**config.mk**
```make
export PLATFORM = sky130hd
export DESIGN_NAME = pwt_top
export DESIGN_NICKNAME = d
export VERILOG_FILES = /design/src/rtl/pwt_top.v
export VERILOG_INCLUDE_DIRS = /design/src /design/src/include
export SDC_FILE = /design/constraint.sdc
export NUM_CORES = 1
export LEC_CHECK = 0
export BUFFER_PORTS_ARGS = -buffer_cell sky130_fd_sc_hd__buf_2
export CAP_MARGIN = 20
export CORE_MARGIN = 4
export CORE_UTILIZATION = 60
export DETAILED_ROUTE_END_ITERATION = 7
export PLACE_DENSITY = 0.77
export SLEW_MARGIN = 10
export SYNTH_ARGS = -nofsm -noshare
export SYNTH_HDL_FRONTEND = slang
export SYNTH_SLANG_ARGS = --single-unit
export TNS_END_PERCENT = 20
```
**constraint.sdc**
```tcl
create_clock -name sys_clk -period 19.8 [get_ports sys_clk]
set_input_delay 3.96 -clock sys_clk [delete_from_list [all_inputs] [get_ports sys_clk]]
set_output_delay 3.96 -clock sys_clk [all_outputs]
set_load 0.01 [all_outputs]
```
**src/include/pwt_defines.vh**
```
// register map, field positions, reset values and timing counts of the pwm timer unit
`ifndef PWT_DEFINES_VH
`define PWT_DEFINES_VH

// ==========================================================
// register offsets
`define PWT_ADDR_OUT_EN 8'hcf
`define PWT_ADDR_CTL_MAIN 8'hd2
`define PWT_ADDR_PER_MAIN_LO 8'hd3
`define PWT_ADDR_PER_MAIN_HI 8'hd4
`define PWT_ADDR_DUTY_MAIN_LO 8'hd5
`define PWT_ADDR_DUTY_MAIN_HI 8'hd6
`define PWT_ADDR_CTL_AUX_A 8'hd9
`define PWT_ADDR_PER_AUX_A 8'hda
`define PWT_ADDR_DUTY_AUX_A 8'hdb
`define PWT_ADDR_CTL_AUX_B 8'hdd
`define PWT_ADDR_PER_AUX_B 8'hde
`define PWT_ADDR_DUTY_AUX_B 8'hdf
`define PWT_ADDR_LOCK 8'he7

// ==========================================================
// control register fields
`define PWT_CTL_IE 7
`define PWT_CTL_OVF 6
`define PWT_CTL_FLT_STS 4
`define PWT_CTL_FLT_POL 3
`define PWT_CTL_POL 2
`define PWT_CTL_CKS_HI 1
`define PWT_CTL_CKS_LO 0

// ==========================================================
// output enable register fields
`define PWT_EN_FAULT 6
`define PWT_EN_COMP_LO 3
`define PWT_EN_PRIM_HI 2

// ==========================================================
// reset values and constants
`define PWT_RST_BYTE 8'h00
`define PWT_LOCK_KEY 8'h55
`define PWT_EN_DELAY_CLKS 3

`endif

```
**src/rtl/pwt_top.v**
```verilog
// pwm timer unit: one 12-bit and two 8-bit channels, fault shutdown and write lock
`timescale 1ns/1ns
`include "pwt_defines.vh"
// ==========================================================
// Summary of operation
// - fault enable bit set makes the shared pin the fault input, else plain pin
// - enable bits 5..0 each give one primary or complementary pin to the pwm
// - output drives three clocks after enable set, stops the cycle it clears
// - with fault enable clear the fault pin level affects nothing
// - enable, control, period, duty writes land only while lock holds 0x55
// - polarity, clock select, period, duty writes to a running channel apply at next period
// - channel bit 7 enables its interrupt, gated by the group interrupt enable
// - channel bit 6 flag set on period overflow, held until software writes 0
// - valid fault sets fault status and holds outputs inactive until cleared
// - fault polarity 0 means low pin level faults, 1 means high level faults
// - fault bits act on all channels; main polarity and clock only on main
// - inactive outputs sit low for polarity 0 and high for polarity 1
// - fault forces inactive at once; resume at next period after status clear
// - clearing fault status while fault level is present has no effect
// - channel bit 2 polarity: 0 duty portion high, 1 duty portion low
// - clock select 00,01,10,11 divides the clock by 2,4,8,16
// - main period is a 12-bit value split in low byte and high nibble
// - period zero gives low output for polarity 0, high for polarity 1
// - main duty is a 12-bit value split in low byte and high nibble
// - nonzero period not above duty gives high for polarity 0, low for polarity 1
// - both 8-bit channels have the same enable, flag, polarity and divider
module pwt_top (
    // clock and reset
    input wire sys_clk,
    input wire rst,
    // register port
    input wire [7:0] reg_addr,
    input wire [7:0] reg_wdata,
    input wire reg_wr,
    input wire reg_rd,
    output reg [7:0] reg_rdata,
    // interrupt
    input wire pwm_group_irq_enable,
    output reg pwm_irq,
    // fault input
    input wire fault_pin,
    output reg fault_pin_claim,
    // pwm pins, index 0 main, 1 aux a, 2 aux b
    output reg [2:0] pwm_out,
    output reg [2:0] pwm_out_oe,
    output reg [2:0] comp_out,
    output reg [2:0] comp_out_oe
);

    // ==========================================================
    // clock divide tick
    function pwt_tick;
        input [1:0] sel;
        input [3:0] pre;
        begin
            case (sel)
                2'b00: pwt_tick = pre[0];
                2'b01: pwt_tick = (pre[1:0] == 2'b11);
                2'b10: pwt_tick = (pre[2:0] == 3'b111);
                default: pwt_tick = (pre == 4'hf);
            endcase
        end
    endfunction

    // ==========================================================
    // write strobe decode that honours the lock
    function pwt_hit;
        input wr;
        input ok;
        input [7:0] addr;
        input [7:0] target;
        begin
            pwt_hit = wr && ok && (addr == target);
        end
    endfunction

    // ==========================================================
    // state
    reg [6:0] en_r;
    reg [5:0] st1_r;
    reg [5:0] st2_r;
    reg [7:0] lock_r;
    reg [3:0] pre_r;
    reg fault_pol_r;
    reg fault_sts_r;
    reg [2:0] ie_r;
    reg [2:0] ovf_r;
    reg [2:0] pol_sw_r;
    reg [2:0] pol_r;
    reg [1:0] cks_sw_r [0:2];
    reg [1:0] cks_r [0:2];
    reg [11:0] per_sw_r [0:2];
    reg [11:0] per_r [0:2];
    reg [11:0] duty_sw_r [0:2];
    reg [11:0] duty_r [0:2];
    reg [11:0] cnt_r [0:2];
    reg [2:0] hold_r;

    reg [6:0] en_nxt;
    reg [2:0] run_w;
    reg [2:0] tick_w;
    reg [2:0] wrap_w;
    reg [2:0] load_w;
    reg [2:0] wave_w;
    reg [2:0] off_w;
    reg [2:0] ctl_wr_w;
    reg lock_ok;
    reg fault_act;
    reg [2:0] ovf_nxt;
    reg [2:0] hold_nxt;
    reg [11:0] cnt_nxt [0:2];
    reg fault_sts_nxt;
    reg [2:0] pwm_nxt;
    reg [2:0] comp_nxt;
    reg irq_nxt;
    reg [7:0] rdata_nxt;
    // one loop index per process, none shared
    integer i;
    integer n;
    integer j;
    integer k;

    // ==========================================================
    // write qualification and channel timing
    always @* begin
        lock_ok = (lock_r == `PWT_LOCK_KEY);
        en_nxt = en_r;
        if (pwt_hit(reg_wr, lock_ok, reg_addr, `PWT_ADDR_OUT_EN)) begin
            en_nxt = reg_wdata[6:0];
        end
        ctl_wr_w[0] = pwt_hit(reg_wr, lock_ok, reg_addr, `PWT_ADDR_CTL_MAIN);
        ctl_wr_w[1] = pwt_hit(reg_wr, lock_ok, reg_addr, `PWT_ADDR_CTL_AUX_A);
        ctl_wr_w[2] = pwt_hit(reg_wr, lock_ok, reg_addr, `PWT_ADDR_CTL_AUX_B);
        // pin level ignored unless the pin belongs to the pwm
        fault_act = en_r[`PWT_EN_FAULT] && (fault_pin == fault_pol_r);
        for (i = 0; i < 3; i = i + 1) begin
            run_w[i] = en_r[i] | en_r[i + 3];
            tick_w[i] = pwt_tick(cks_r[i], pre_r);
            wrap_w[i] = run_w[i] && tick_w[i]
                && ((per_r[i] == 12'h000) || (cnt_r[i] >= per_r[i] - 12'h001));
            load_w[i] = ~run_w[i] | wrap_w[i];
            wave_w[i] = ((per_r[i] != 12'h000)
                && ((duty_r[i] >= per_r[i]) || (cnt_r[i] < duty_r[i]))) ^ pol_r[i];
            off_w[i] = hold_r[i] | fault_act | fault_sts_r;
        end
    end

    // ==========================================================
    // next values of counters, pins and sticky flags
    always @* begin
        for (n = 0; n < 3; n = n + 1) begin
            if (!run_w[n] || wrap_w[n]) begin
                cnt_nxt[n] = 12'h000;
            end else if (tick_w[n]) begin
                cnt_nxt[n] = cnt_r[n] + 12'h001;
            end else begin
                cnt_nxt[n] = cnt_r[n];
            end
            // outputs stay inactive until a period boundary after the fault status clears
            if (fault_act || fault_sts_r) begin
                hold_nxt[n] = 1'b1;
            end else if (load_w[n]) begin
                hold_nxt[n] = 1'b0;
            end else begin
                hold_nxt[n] = hold_r[n];
            end
            // a wrap in the cycle of a clearing write keeps the flag set
            if (wrap_w[n]) begin
                ovf_nxt[n] = 1'b1;
            end else if (ctl_wr_w[n]) begin
                ovf_nxt[n] = reg_wdata[`PWT_CTL_OVF];
            end else begin
                ovf_nxt[n] = ovf_r[n];
            end
            if (off_w[n]) begin
                pwm_nxt[n] = pol_r[n];
                comp_nxt[n] = pol_r[n];
            end else begin
                pwm_nxt[n] = wave_w[n];
                comp_nxt[n] = ~wave_w[n];
            end
        end
        // a present fault keeps the status set against a clearing write
        if (fault_act) begin
            fault_sts_nxt = 1'b1;
        end else if (ctl_wr_w[0]) begin
            fault_sts_nxt = reg_wdata[`PWT_CTL_FLT_STS];
        end else begin
            fault_sts_nxt = fault_sts_r;
        end
        irq_nxt = 1'b0;
        if (pwm_group_irq_enable && ((ie_r & ovf_r) != 3'h0)) begin
            irq_nxt = 1'b1;
        end
    end

    // ==========================================================
    // register file
    always @(posedge sys_clk or posedge rst) begin
        if (rst) begin
            en_r <= 7'h00;
            lock_r <= `PWT_RST_BYTE;
            fault_pol_r <= 1'b0;
            fault_sts_r <= 1'b0;
            ie_r <= 3'h0;
            ovf_r <= 3'h0;
            pol_sw_r <= 3'h0;
            for (j = 0; j < 3; j = j + 1) begin
                cks_sw_r[j] <= 2'b00;
                per_sw_r[j] <= 12'h000;
                duty_sw_r[j] <= 12'h000;
            end
        end else begin
            en_r <= en_nxt;
            if (reg_wr && reg_addr == `PWT_ADDR_LOCK) begin
                lock_r <= reg_wdata;
            end
            for (j = 0; j < 3; j = j + 1) begin
                if (ctl_wr_w[j]) begin
                    ie_r[j] <= reg_wdata[`PWT_CTL_IE];
                    pol_sw_r[j] <= reg_wdata[`PWT_CTL_POL];
                    cks_sw_r[j] <= reg_wdata[`PWT_CTL_CKS_HI:`PWT_CTL_CKS_LO];
                end
                ovf_r[j] <= ovf_nxt[j];
            end
            if (ctl_wr_w[0]) begin
                fault_pol_r <= reg_wdata[`PWT_CTL_FLT_POL];
            end
            fault_sts_r <= fault_sts_nxt;
            if (reg_wr && lock_ok) begin
                if (reg_addr == `PWT_ADDR_PER_MAIN_LO) begin
                    per_sw_r[0][7:0] <= reg_wdata;
                end else if (reg_addr == `PWT_ADDR_PER_MAIN_HI) begin
                    per_sw_r[0][11:8] <= reg_wdata[3:0];
                end else if (reg_addr == `PWT_ADDR_DUTY_MAIN_LO) begin
                    duty_sw_r[0][7:0] <= reg_wdata;
                end else if (reg_addr == `PWT_ADDR_DUTY_MAIN_HI) begin
                    duty_sw_r[0][11:8] <= reg_wdata[3:0];
                end else if (reg_addr == `PWT_ADDR_PER_AUX_A) begin
                    per_sw_r[1] <= {4'h0, reg_wdata};
                end else if (reg_addr == `PWT_ADDR_DUTY_AUX_A) begin
                    duty_sw_r[1] <= {4'h0, reg_wdata};
                end else if (reg_addr == `PWT_ADDR_PER_AUX_B) begin
                    per_sw_r[2] <= {4'h0, reg_wdata};
                end else if (reg_addr == `PWT_ADDR_DUTY_AUX_B) begin
                    duty_sw_r[2] <= {4'h0, reg_wdata};
                end
            end
        end
    end

    // ==========================================================
    // channel counters and working copies
    always @(posedge sys_clk or posedge rst) begin
        if (rst) begin
            pre_r <= 4'h0;
            pol_r <= 3'h0;
            hold_r <= 3'h0;
            for (k = 0; k < 3; k = k + 1) begin
                cks_r[k] <= 2'b00;
                per_r[k] <= 12'h000;
                duty_r[k] <= 12'h000;
                cnt_r[k] <= 12'h000;
            end
        end else begin
            pre_r <= pre_r + 4'h1;
            for (k = 0; k < 3; k = k + 1) begin
                // copies taken only between periods so a running wave never tears
                if (load_w[k]) begin
                    pol_r[k] <= pol_sw_r[k];
                    cks_r[k] <= cks_sw_r[k];
                    per_r[k] <= per_sw_r[k];
                    duty_r[k] <= duty_sw_r[k];
                end
                cnt_r[k] <= cnt_nxt[k];
                hold_r[k] <= hold_nxt[k];
            end
        end
    end

    // ==========================================================
    // pins, enable delay, interrupt and read data
    always @(posedge sys_clk or posedge rst) begin
        if (rst) begin
            st1_r <= 6'h00;
            st2_r <= 6'h00;
            pwm_out <= 3'h0;
            comp_out <= 3'h0;
            pwm_out_oe <= 3'h0;
            comp_out_oe <= 3'h0;
            fault_pin_claim <= 1'b0;
            pwm_irq <= 1'b0;
            reg_rdata <= `PWT_RST_BYTE;
        end else begin
            st1_r <= en_r[5:0];
            st2_r <= st1_r & en_r[5:0];
            // third edge after the set, dropped on the clearing edge
            pwm_out_oe <= en_nxt[`PWT_EN_PRIM_HI:0] & st2_r[2:0];
            comp_out_oe <= en_nxt[5:`PWT_EN_COMP_LO] & st2_r[5:3];
            fault_pin_claim <= en_r[`PWT_EN_FAULT];
            pwm_out <= pwm_nxt;
            comp_out <= comp_nxt;
            pwm_irq <= irq_nxt;
            reg_rdata <= rdata_nxt;
        end
    end

    // ==========================================================
    // read data, zero outside the cycle after a read
    always @* begin
        rdata_nxt = 8'h00;
        if (reg_rd) begin
            if (reg_addr == `PWT_ADDR_OUT_EN) begin
                rdata_nxt = {1'b0, en_r};
            end else if (reg_addr == `PWT_ADDR_CTL_MAIN) begin
                rdata_nxt = {ie_r[0], ovf_r[0], 1'b0, fault_sts_r, fault_pol_r,
                    pol_sw_r[0], cks_sw_r[0]};
            end else if (reg_addr == `PWT_ADDR_PER_MAIN_LO) begin
                rdata_nxt = per_sw_r[0][7:0];
            end else if (reg_addr == `PWT_ADDR_PER_MAIN_HI) begin
                rdata_nxt = {4'h0, per_sw_r[0][11:8]};
            end else if (reg_addr == `PWT_ADDR_DUTY_MAIN_LO) begin
                rdata_nxt = duty_sw_r[0][7:0];
            end else if (reg_addr == `PWT_ADDR_DUTY_MAIN_HI) begin
                rdata_nxt = {4'h0, duty_sw_r[0][11:8]};
            end else if (reg_addr == `PWT_ADDR_CTL_AUX_A) begin
                rdata_nxt = {ie_r[1], ovf_r[1], 3'h0, pol_sw_r[1], cks_sw_r[1]};
            end else if (reg_addr == `PWT_ADDR_PER_AUX_A) begin
                rdata_nxt = per_sw_r[1][7:0];
            end else if (reg_addr == `PWT_ADDR_DUTY_AUX_A) begin
                rdata_nxt = duty_sw_r[1][7:0];
            end else if (reg_addr == `PWT_ADDR_CTL_AUX_B) begin
                rdata_nxt = {ie_r[2], ovf_r[2], 3'h0, pol_sw_r[2], cks_sw_r[2]};
            end else if (reg_addr == `PWT_ADDR_PER_AUX_B) begin
                rdata_nxt = per_sw_r[2][7:0];
            end else if (reg_addr == `PWT_ADDR_DUTY_AUX_B) begin
                rdata_nxt = duty_sw_r[2][7:0];
            end else if (reg_addr == `PWT_ADDR_LOCK) begin
                rdata_nxt = lock_r;
            end
        end
    end

endmodule

```
==> impl_metrics.env, run 1 <==
export IMPL_status="finished, final reports clean"
export IMPL_synthTopCellsByArea="dfrtp_1 (45%), mux2_2 (11%), ha_1 (9.8%)"
export IMPL_critical_path_required_ns=20.21
export IMPL_synth_ff_type="dfrtp_1"
export IMPL_cts_root_buf="clkbuf_16"
export IMPL_seqCellArea_sq_um=5760
export IMPL_post_cts_buffers=0
export IMPL_yosysUniqueCellTypes=73
export IMPL_yosys_area_top_type="dfrtp_1"
export IMPL_antenna_found_initial=2
export IMPL_io_pins=44
export IMPL_synth_edf_count=0
export IMPL_htreeDepth=1
export IMPL_cts_resized=0
export IMPL_synth_cells=1175
export IMPL_start_util=0.610
export IMPL_vias_per_cell=6.28
export IMPL_n_fill_cell=1610
export IMPL_fin_setup_tns_ns=0
export IMPL_tightest_slew_ns=1.13
export IMPL_synth_fa_ha_area_frac=0.0976
export IMPL_worstPathArrival_ns=6.36
export IMPL_worstSetupEndpointType="flop"
export IMPL_place_area_sq_um=13200
export IMPL_drv_slew=0
export IMPL_startpoint_type="input pin"
export IMPL_area_growth_pct=10.2
export IMPL_yosysSeqAreaShare=0.449
export IMPL_fmax_mhz=168
export IMPL_drt_iter0_markers=909
export IMPL_cts_max_path_buffers=3
export IMPL_drv_cap=0
export IMPL_die_width_um=154
export IMPL_power_density_nw_per_um2=70.8
export IMPL_grt_max_degree=100
export IMPL_gp_congestion=0.943
export IMPL_avgSynthCellArea_sq_um=10.9
export IMPL_cts_tree="built"
export IMPL_num_vias=9460
export IMPL_grt_pass1_wl_um=50800
export IMPL_cts_hold_buf=0
export IMPL_finalWirelength_um=31100
export IMPL_coreArea_sq_um=21000
export IMPL_synth_seq_cells=230
export IMPL_hp_class="flop to flop"
export IMPL_firstDrtPassIters=5
export IMPL_crit_type="input pin to flop"
export IMPL_gr_max_usage_layer="met2"
export IMPL_die_area_sq_um=23800
export IMPL_peakVddDrop_mv=0.0742
export IMPL_dp_hpwl_um=22800
export IMPL_final_period_minus_worst_setup_slack_ns=5.95
export IMPL_syn_nets=1297
export IMPL_multi_input_area_sq_um=6610
export IMPL_clock_latency_ns=0.52
export IMPL_async_flop_share=1.00
export IMPL_clock_sinks=230
export IMPL_synth_simple_area_share=0.124
export IMPL_slew_headroom=0.238
export IMPL_grt_pass1_vias=9253
export IMPL_overflow=0
export IMPL_synth_top_cells_by_count="dfrtp_1 (230), mux2_2 (120), ha_1 (100)"
export IMPL_die_h_um=154
export IMPL_setup_viol=0
export IMPL_rsz0062_at_grt="no"
export IMPL_synthMuxAreaShare=0.142
export IMPL_io_buffers=43
export IMPL_synth_top_family_by_area="multiplexers"
export IMPL_rows=53
export IMPL_clock_skew_ns=0.0116
export IMPL_fin_crit_sh=0.301
export IMPL_synth_warnings=0
export IMPL_hold_viol=0
export IMPL_synthXorXnorAreaFrac=0.0369
export IMPL_grtUsageMet2=0.404
export IMPL_yosys_area_top_type_share=0.449
export IMPL_numCtsBuffers=25
export IMPL_num_nets_final=1335
export IMPL_grt_use_total=0.266
export IMPL_synth_compound_area_frac=0.115
export IMPL_antenna_left=0
export IMPL_wire_per_inst_um=20.6
export IMPL_leakagePower_nw=6.82
export IMPL_use_met3=0.0557
export IMPL_grtUsageMet1=0.393
export IMPL_final_cell_area_sq_um=14100
export IMPL_drive_gt1_frac=0.197
export IMPL_syn_area_sq_um=12800
export IMPL_cp_max_fo=20
export IMPL_drc_errors=0
export IMPL_post_synth_top_count_cell="dfrtp_1"
export IMPL_path_clk_slew_ns=0.06
==> worst max-delay path: stages <==
cell and delay [ns]:
buf_2 0.37, nand2b_1 0.30, nor2_1 0.86, nand2_1 0.46, mux2_2 0.40
==> per-layer routing <==
| metal | vias up | share of wire |
|---|---|---|
| met3 | 59 | 0.075 |
| met4 | 2 | 0.027 |
| met5 | - | 0.00090 |
| met1 | 4715 | 0.45 |
| li1 | 4356 | - |
| met2 | 328 | 0.45 |
==> stage by stage <==
step / hold WS (ns) / util / std cells / setup slack (ns) / power (mW)
after floorplan: 0.410 / - / 1175 / 9.54 / 0.498
after global placement: 0.435 / 0.629 / 1461 / 13.42 / 0.509
after detailed placement: 0.434 / 0.629 / 1461 / 13.43 / 0.510
after CTS: 0.448 / 0.672 / 1506 / 13.99 / 1.01
after global routing: 0.468 / 0.672 / 1507 / 13.72 / 1.03
final: 0.444 / 0.672 / 1507 / 13.85 / 1.00
==> kinds of logic (layout without fill, tap and decap cells) <==
kind of cell,after synthesis,after routing
AO/OA/AOI/OAI,222,222
XOR/XNOR,54,54
adder cells (fa/ha/maj),100,100
buffers and inverters,107,163
flip-flops,230,230
multiplexers,157,157
other,0,1
AND/OR/NAND/NOR,305,305
==> final timing paths <==
kind / startpoint / end / slack (ns) / depth (start not counted)
hold / removal: st2_r[0] / pwm_out_oe[0] / 0.44 / 1
min in group asynchronous: rst / duty_r[34] / 3.56 / 2
max in group asynchronous: rst / duty_r[33] / 14.84 / 3
setup reg to reg: per_r[26] / duty_r[32] / 16.09 / 11
hold reg to reg: st2_r[0] / pwm_out_oe[0] / 0.44 / 1
setup / recovery: reg_addr[1] / per_sw_r[3] / 13.85 / 5
==> final cells by class <==
type	instances	area share
multi-input cells	838	0.468
flip-flops and latches	230	0.408
clock buffers	32	0.0504
well taps	275	0.0244
inverters	73	0.0199
repair buffers	45	0.0163
clock inverters	13	0.0132
diodes	1	0.000177
==> power by group <==
part           switching [mW]  total, mW  internal [mW]
Combinational          0.0235     0.0296        0.00605
Sequential           0.000794      0.472          0.471
Clock                   0.191      0.499          0.307
==> sequential cells by signal, summed over array words and instances (netlist names), 4 cells and up <==
register	cells
cnt_r	36
cks_sw_r	6
per_sw_r	28
lock_r	8
cks_r	4
st1_r	6
duty_r	28
pre_r	4
per_r	28
st2_r	6
duty_sw_r	28
en_r	7
reg_rdata	8
==> layout by cell type (no fill, tap or decap), drive strengths merged, types with 13 or more instances in the layout <==
cell and count:
a21oi 42, a31oi 17, and2 18, and3 15, buf 45, clkbuf 32
dfrtp 230, ha 100, inv 75, mux2 149, nand2 54, nand3 26
nand4 17, nor2 83, nor2b 23, nor3 22, nor4 13, o21ai 59
o22ai 15, xnor2 38, xor2 16
Power figures use the tool's default switching activity.
==> run 2: changes to the inputs <==
--- a/config.mk
+++ b/config.mk
@@ -9,7 +9,7 @@
 export BUFFER_PORTS_ARGS = -buffer_cell sky130_fd_sc_hd__buf_2
 export CAP_MARGIN = 20
 export CORE_MARGIN = 4
-export CORE_UTILIZATION = 60
+export CORE_UTILIZATION = 57
 export DETAILED_ROUTE_END_ITERATION = 7
 export PLACE_DENSITY = 0.77
 export SLEW_MARGIN = 10
==> constraint.sdc (replaced) <==
create_clock -name sys_clk -period 5.3 [get_ports sys_clk]
set_input_delay 1.06 -clock sys_clk [delete_from_list [all_inputs] [get_ports sys_clk]]
set_output_delay 1.06 -clock sys_clk [all_outputs]
set_load 0.01 [all_outputs]
==> run 2 against run 1 <==
Combinational power rose to 3.8 times the previous value. Global-route usage decreased by 0.73 points. Non-clock buffer count rose by 1. Critical path depth up 6. Clock power rose to 3.4 times the previous value. Final cell count rose by 0.20%. Clock skew increased by 0.0037 ns. Flip-flop and latch count unchanged. Worst hold slack better by 0.0064 ns. Utilization decreased by 3.2 points.
==> impl_metrics.env, run 2 (synthesis results as in run 1) <==
export IMPL_start_util=0.584
export IMPL_slowest_delay_ns=0.49
export IMPL_htreeDepth=1
export IMPL_drv_cap=0
export IMPL_gp_congestion=0.953
export IMPL_startpoint_type="flop"
export IMPL_n_fill_cell=1702
export IMPL_grt_pass1_vias=9223
export IMPL_clock_sinks=230
export IMPL_die_h_um=158
export IMPL_numCtsBuffers=25
export IMPL_cp_max_fo=37
export IMPL_largest_reg_flops=36
export IMPL_coreArea_sq_um=22000
export IMPL_reg2reg_depth=11
export IMPL_slew_headroom=0.273
export IMPL_fmax_mhz=280
export IMPL_path_clk_slew_ns=0.06
export IMPL_cts_hold_buf=0
export IMPL_peakVddDrop_mv=0.233
export IMPL_cts_resized=0
export IMPL_drc_errors=0
export IMPL_fin_setup_tns_ns=0
export IMPL_path_cells="nor4_2 -> nand2_1 -> nor4_1 -> xnor2_1 -> ha_1 -> and4_1 -> a41o_1 -> a31oi_1 -> a2111o_1 -> nand2_4 -> mux2_2"
export IMPL_power_density_nw_per_um2=256
export IMPL_grt_max_degree=122
export IMPL_largest_register="cnt_r"
export IMPL_rsz0062_at_grt="no"
export IMPL_grt_pass1_wl_um=50900
export IMPL_worstPathArrival_ns=3.97
export IMPL_rows=54
export IMPL_hold_viol=0
export IMPL_io_buffers=43
export IMPL_highest_layer="met5"
export IMPL_die_area_sq_um=24900
export IMPL_most_common_layout_cells="dfrtp_1 (230), mux2_2 (120), ha_1 (100)"
export IMPL_vias_per_cell=6.27
export IMPL_overflow=0
export IMPL_final_period_minus_worst_setup_slack_ns=3.57
export IMPL_drive_gt1_frac=0.192
export IMPL_clock_latency_ns=0.53
export IMPL_tightest_slew_ns=1.09
export IMPL_area_growth_pct=9.56
export IMPL_num_antenna_cells=0
export IMPL_dp_hpwl_um=23000
export IMPL_finalWirelength_um=31700
export IMPL_num_nets_final=1336
export IMPL_dr_wl_met2_um=14500
export IMPL_fin_crit_sh=0.673
export IMPL_io_pins=44
export IMPL_hp_class="flop to flop"
export IMPL_drt_iter0_markers=791
export IMPL_status="finished, final reports clean"
export IMPL_cts_max_path_buffers=3
export IMPL_antenna_found_initial=1
export IMPL_drt_met1_wl_um=14400
export IMPL_final_util=0.639
export IMPL_clock_skew_ns=0.0153
export IMPL_setup_viol=0
export IMPL_leakagePower_nw=6.76
export IMPL_final_common_cell="dfrtp_1"
export IMPL_holdPathStages=1
export IMPL_crit_type="flop to flop"
export IMPL_post_cts_buffers=0
export IMPL_cts_root_buf="clkbuf_16"
export IMPL_cp_slowest_cell="nor4_2"
export IMPL_worstSetupEndpointType="flop"
export IMPL_die_width_um=158
export IMPL_antenna_left=0
export IMPL_drv_slew=0
export IMPL_cts_tree="built"
export IMPL_num_vias=9472
export IMPL_firstDrtPassIters=8
export IMPL_grt_use_total=0.258
export IMPL_wire_per_inst_um=21.0
export IMPL_dr_wl_met3_um=1850
export IMPL_critical_path_required_ns=5.70
-- run 2: changes by cell type in the layout (fill, tap and decap cells not counted), sizes merged --
cell,previous run,this run
buf,45,46
bufinv,4,2
clkbuf,32,35
clkinv,4,1
clkinvlp,3,5
diode,1,0
inv,75,73
-- run 2: worst max-delay path, delay by kind of cell, from the launching register on --
| kind | cells | cell delay (ns) |
|---|---|---|
| AOI/OAI and AO/OA | 3 | 0.65 |
| xor gates and xnor gates | 1 | 0.12 |
| adders and majority gates | 1 | 0.30 |
| DFF | 1 | 0.45 |
| muxes | 1 | 0.41 |
| and+or+nand+nor | 5 | 1.53 |
-- run 2: area by class of cell --
cell class | instances | area [sq um] | area share
clock buffer | 35 | 693 | 0.0494
clock inverter | 8 | 104 | 0.00740
inverter | 73 | 278 | 0.0198
multi-input combinational | 838 | 6610 | 0.471
sequential | 230 | 5760 | 0.410
tap | 280 | 350 | 0.0250
timing repair buffer | 46 | 250 | 0.0178
-- run 2: per-layer routing --
metal	GRT usage	vias up
met4	0.0751	2
met5	0	-
li1	-	4380
met2	0.406	323
met3	0.0399	70
met1	0.376	4697
-- run 2: path summary, 6_finish.rpt --
kind                            from             end  slack (ns)
setup / recovery           per_r[26]        cks_r[5]        1.73
max in group asynchronous        rst       lock_r[5]        3.54
setup reg to reg           per_r[26]        cks_r[5]        1.73
hold / removal              st2_r[5]  comp_out_oe[2]        0.45
min in group asynchronous        rst       cnt_r[18]        0.66
hold reg to reg             st2_r[5]  comp_out_oe[2]        0.45
-- run 2: power by group --
group / total [mW] / internal, mW / switching (mW)
Sequential: 1.76 / 1.76 / 0.00302
Clock: 1.71 / 1.01 / 0.706
Combinational: 0.112 / 0.0239 / 0.0883
-- run 2: per-stage QoR --
stage	cells	setup WS, ns	hold slack, ns	power, mW	instance area (sq um)
after floorplan	1175	1.23	0.410	1.86	12800
after global placement	1467	1.86	0.431	1.91	13200
after detailed placement	1467	1.74	0.440	1.91	13200
after CTS	1510	1.73	0.452	3.62	14000
after global routing	1510	1.46	0.463	3.70	14000
final	1510	1.73	0.451	3.59	14000
==> run 3: changes to the inputs <==
--- a/config.mk
+++ b/config.mk
@@ -6,6 +6,7 @@
 export SDC_FILE = /design/constraint.sdc
 export NUM_CORES = 1
 export LEC_CHECK = 0
+export ABC_AREA = 1
 export BUFFER_PORTS_ARGS = -buffer_cell sky130_fd_sc_hd__buf_2
 export CAP_MARGIN = 20
 export CORE_MARGIN = 4
==> constraint.sdc (replaced) <==
create_clock -name sys_clk -period 3 [get_ports sys_clk]
set_input_delay 0.6 -clock sys_clk [delete_from_list [all_inputs] [get_ports sys_clk]]
set_output_delay 0.6 -clock sys_clk [all_outputs]
set_load 0.01 [all_outputs]
==> run 3 against run 2 <==
Sequential power grew 77%. Flip-flop and latch count is the same. Design area grew 0.19%. Power grew 75%. Highest routed layer is now met4. Utilization grew 0.52 points. Count of clock-buffer cells in the layout shrank 1.
==> impl_metrics.env, run 3 <==
export IMPL_status="finished, final reports clean"
export IMPL_num_vias=10592
export IMPL_io_pins=44
export IMPL_drive_gt1_frac=0.0857
export IMPL_peakVddDrop_mv=0.485
export IMPL_antenna_found_initial=0
export IMPL_largest_register="cnt_r"
export IMPL_p_total_mw=6.27
export IMPL_num_nets_final=1704
export IMPL_path_clk_slew_ns=0.06
export IMPL_final_util=0.644
export IMPL_drc_errors=0
export IMPL_num_antenna_cells=0
export IMPL_antenna_left=0
export IMPL_dpl_worst_slack_ns=0.105
export IMPL_async_flop_share=1.00
export IMPL_critical_path_required_ns=3.41
export IMPL_crit_type="flop to flop"
export IMPL_clock_sinks=230
export IMPL_wire_per_inst_um=16.6
export IMPL_avgSynthCellArea_sq_um=8.25
export IMPL_yosysUniqueCellTypes=36
export IMPL_firstDrtPassIters=5
export IMPL_fin_setup_tns_ns=0
export IMPL_yosys_area_top_type_share=0.456
export IMPL_final_period_minus_worst_setup_slack_ns=2.80
export IMPL_grt_use_total=0.260
export IMPL_dp_cells=1835
export IMPL_rsz0062_at_grt="yes"
export IMPL_post_cts_buffers=0
export IMPL_power_density_nw_per_um2=446
export IMPL_tightest_slew_ns=0.757
export IMPL_clock_skew_ns=0.0209
export IMPL_yosys_area_top_type="dfrtp_1"
export IMPL_largest_reg_flops=36
export IMPL_cts_root_buf="clkbuf_16"
export IMPL_yosysSeqAreaShare=0.456
export IMPL_synth_edf_count=0
export IMPL_finalWirelength_um=31200
export IMPL_holdPathStages=3
export IMPL_overflow=0
export IMPL_vias_per_cell=5.64
export IMPL_cts_max_path_buffers=3
export IMPL_io_buffers=43
export IMPL_leakagePower_nw=6.93
export IMPL_die_width_um=157
export IMPL_cts_tree="built"
export IMPL_reg2reg_depth=17
export IMPL_drt_iter0_markers=844
export IMPL_grt_pass1_vias=10445
export IMPL_coreArea_sq_um=21800
export IMPL_synth_seq_cells=230
export IMPL_worstPathArrival_ns=3.21
export IMPL_switchingPower_mw=1.36
export IMPL_syn_area_sq_um=12600
export IMPL_gp_congestion=0.908
export IMPL_cp_max_fo=55
export IMPL_setup_ws_ns=0.199
export IMPL_die_h_um=157
export IMPL_synth_ff_type="dfrtp_1"
export IMPL_synth_cells=1528
export IMPL_final_common_cell="nand2_1"
export IMPL_drv_slew=0
export IMPL_switching_share=0.217
export IMPL_fin_crit_sh=0.934
export IMPL_post_synth_top_count_cell="nand2_1"
export IMPL_die_area_sq_um=24600
export IMPL_synth_top_cells_by_count="nand2_1 (362), dfrtp_1 (230), inv_1 (193)"
export IMPL_start_util=0.578
export IMPL_clock_latency_ns=0.53
export IMPL_synthTopCellsByArea="dfrtp_1 (46%), nand2_1 (11%), ha_1 (9.9%)"
export IMPL_worstSetupEndpointType="flop"
export IMPL_hold_viol=0
export IMPL_area_growth_pct=11.6
export IMPL_synth_warnings=0
export IMPL_startpoint_type="flop"
export IMPL_layout_cells_non_filler=1878
export IMPL_intPower_mw=4.91
export IMPL_sequentialPowerShare=0.497
export IMPL_htreeDepth=1
export IMPL_dp_hpwl_um=22800
export IMPL_power_share_combinational=0.026
export IMPL_p_clk_frac=0.477
export IMPL_most_common_layout_cells="nand2_1 (362), dfrtp_1 (230), inv_1 (189)"
export IMPL_grt_max_degree=110
export IMPL_numCtsBuffers=24
export IMPL_hp_class="input pin to flop"
export IMPL_drv_cap=0
export IMPL_slew_headroom=0.495
export IMPL_setup_viol=0
export IMPL_rows=54
export IMPL_syn_nets=1650
export IMPL_fmax_mhz=357
export IMPL_grt_pass1_wl_um=51900
run 3: cell count changes after synthesis, moves of 27 or more:
cell / delta
nand4_1: +27
xnor2_1: -33
inv_1: +120
mux2_2: -120
a21oi_1: +34
o21ai_0: +120
nand2_1: +311
nand3_1: +41
run 3: power by group through the flow:
stage	Clock, mW	Combinational [mW]	Sequential, mW
finish	2.99	0.164	3.11
global route	3.15	0.185	3.11
CTS	3.03	0.167	3.11
floorplan	0	0.0945	3.17
detailed placement	0	0.165	3.17
global placement	0	0.163	3.17
run 3: worst paths after layout:
kind                                      startpoint              to  slack, ns
max in group asynchronous                        rst        cnt_r[9]       1.62
worst min register to register              st1_r[0]        st2_r[0]       0.44
min in group asynchronous                        rst  comp_out_oe[1]       0.55
worst min-delay path            pwm_group_irq_enable         pwm_irq       0.26
worst max register to register             per_r[26]       per_r[28]       0.20
worst max-delay path                       per_r[26]       per_r[28]       0.20
run 3: final cells by class:
class                      instances  area [sq um]
fill                            1847          7760
multi-input combinational       1070          6040
sequential                       230          5760
inverter                         199           751
clock buffer                      34           648
timing repair buffer              57           385
tap                              280           350
clock inverter                     8           136
run 3: routing by layer:
metal | wire length (um) | global-route usage | vias up
li1 | - | - | 5178
met1 | 13900 | 0.357 | 5052
met2 | 14900 | 0.437 | 293
met3 | 1430 | 0.0285 | 69
met4 | 967 | 0.0798 | 0
met5 | 0 | 0 | -
run 3: timing repair:
action | CTS | global route
hold endpoints to repair | 6 | 0
setup endpoints to repair | 0 | 92
hold buffers | 1 | 0
gates resized for setup | 0 | 17
run 3: cell families (layout without fill, tap and decap cells):
| kind of cell | Yosys count | in the layout | synth area share |
|---|---|---|---|
| buffers and inverters | 228 | 298 | 0.0698 |
| xor gates and xnor gates | 44 | 44 | 0.0306 |
| and+or+nand+nor | 636 | 636 | 0.224 |
| AOI/OAI and AO/OA | 290 | 290 | 0.120 |
| adders and majority gates | 100 | 100 | 0.0992 |
| DFF | 230 | 230 | 0.456 |
run 3: per-stage QoR:
stage,hold WS (ns),instance area [sq um]
after floorplan,0.390,12600
after global placement,0.415,13200
after detailed placement,0.421,13200
after CTS,0.246,14000
after global routing,0.261,14100
final,0.261,14100
run 3: worst max-delay path: stages, from the launching register on:
cell and delay (ns):
dfrtp_1 0.42, nor2_2 0.13, nand3_2 0.12, nor3_4 0.21
nand2_1 0.11, nor3_2 0.14, xor2_1 0.16, inv_1 0.06
ha_1 0.31, a21oi_1 0.14, o21ai_0 0.09, a21oi_1 0.13
nand4_1 0.11, nand2_1 0.10, nand2_2 0.08, buf_12 0.18
nand2_1 0.09, o21ai_0 0.09
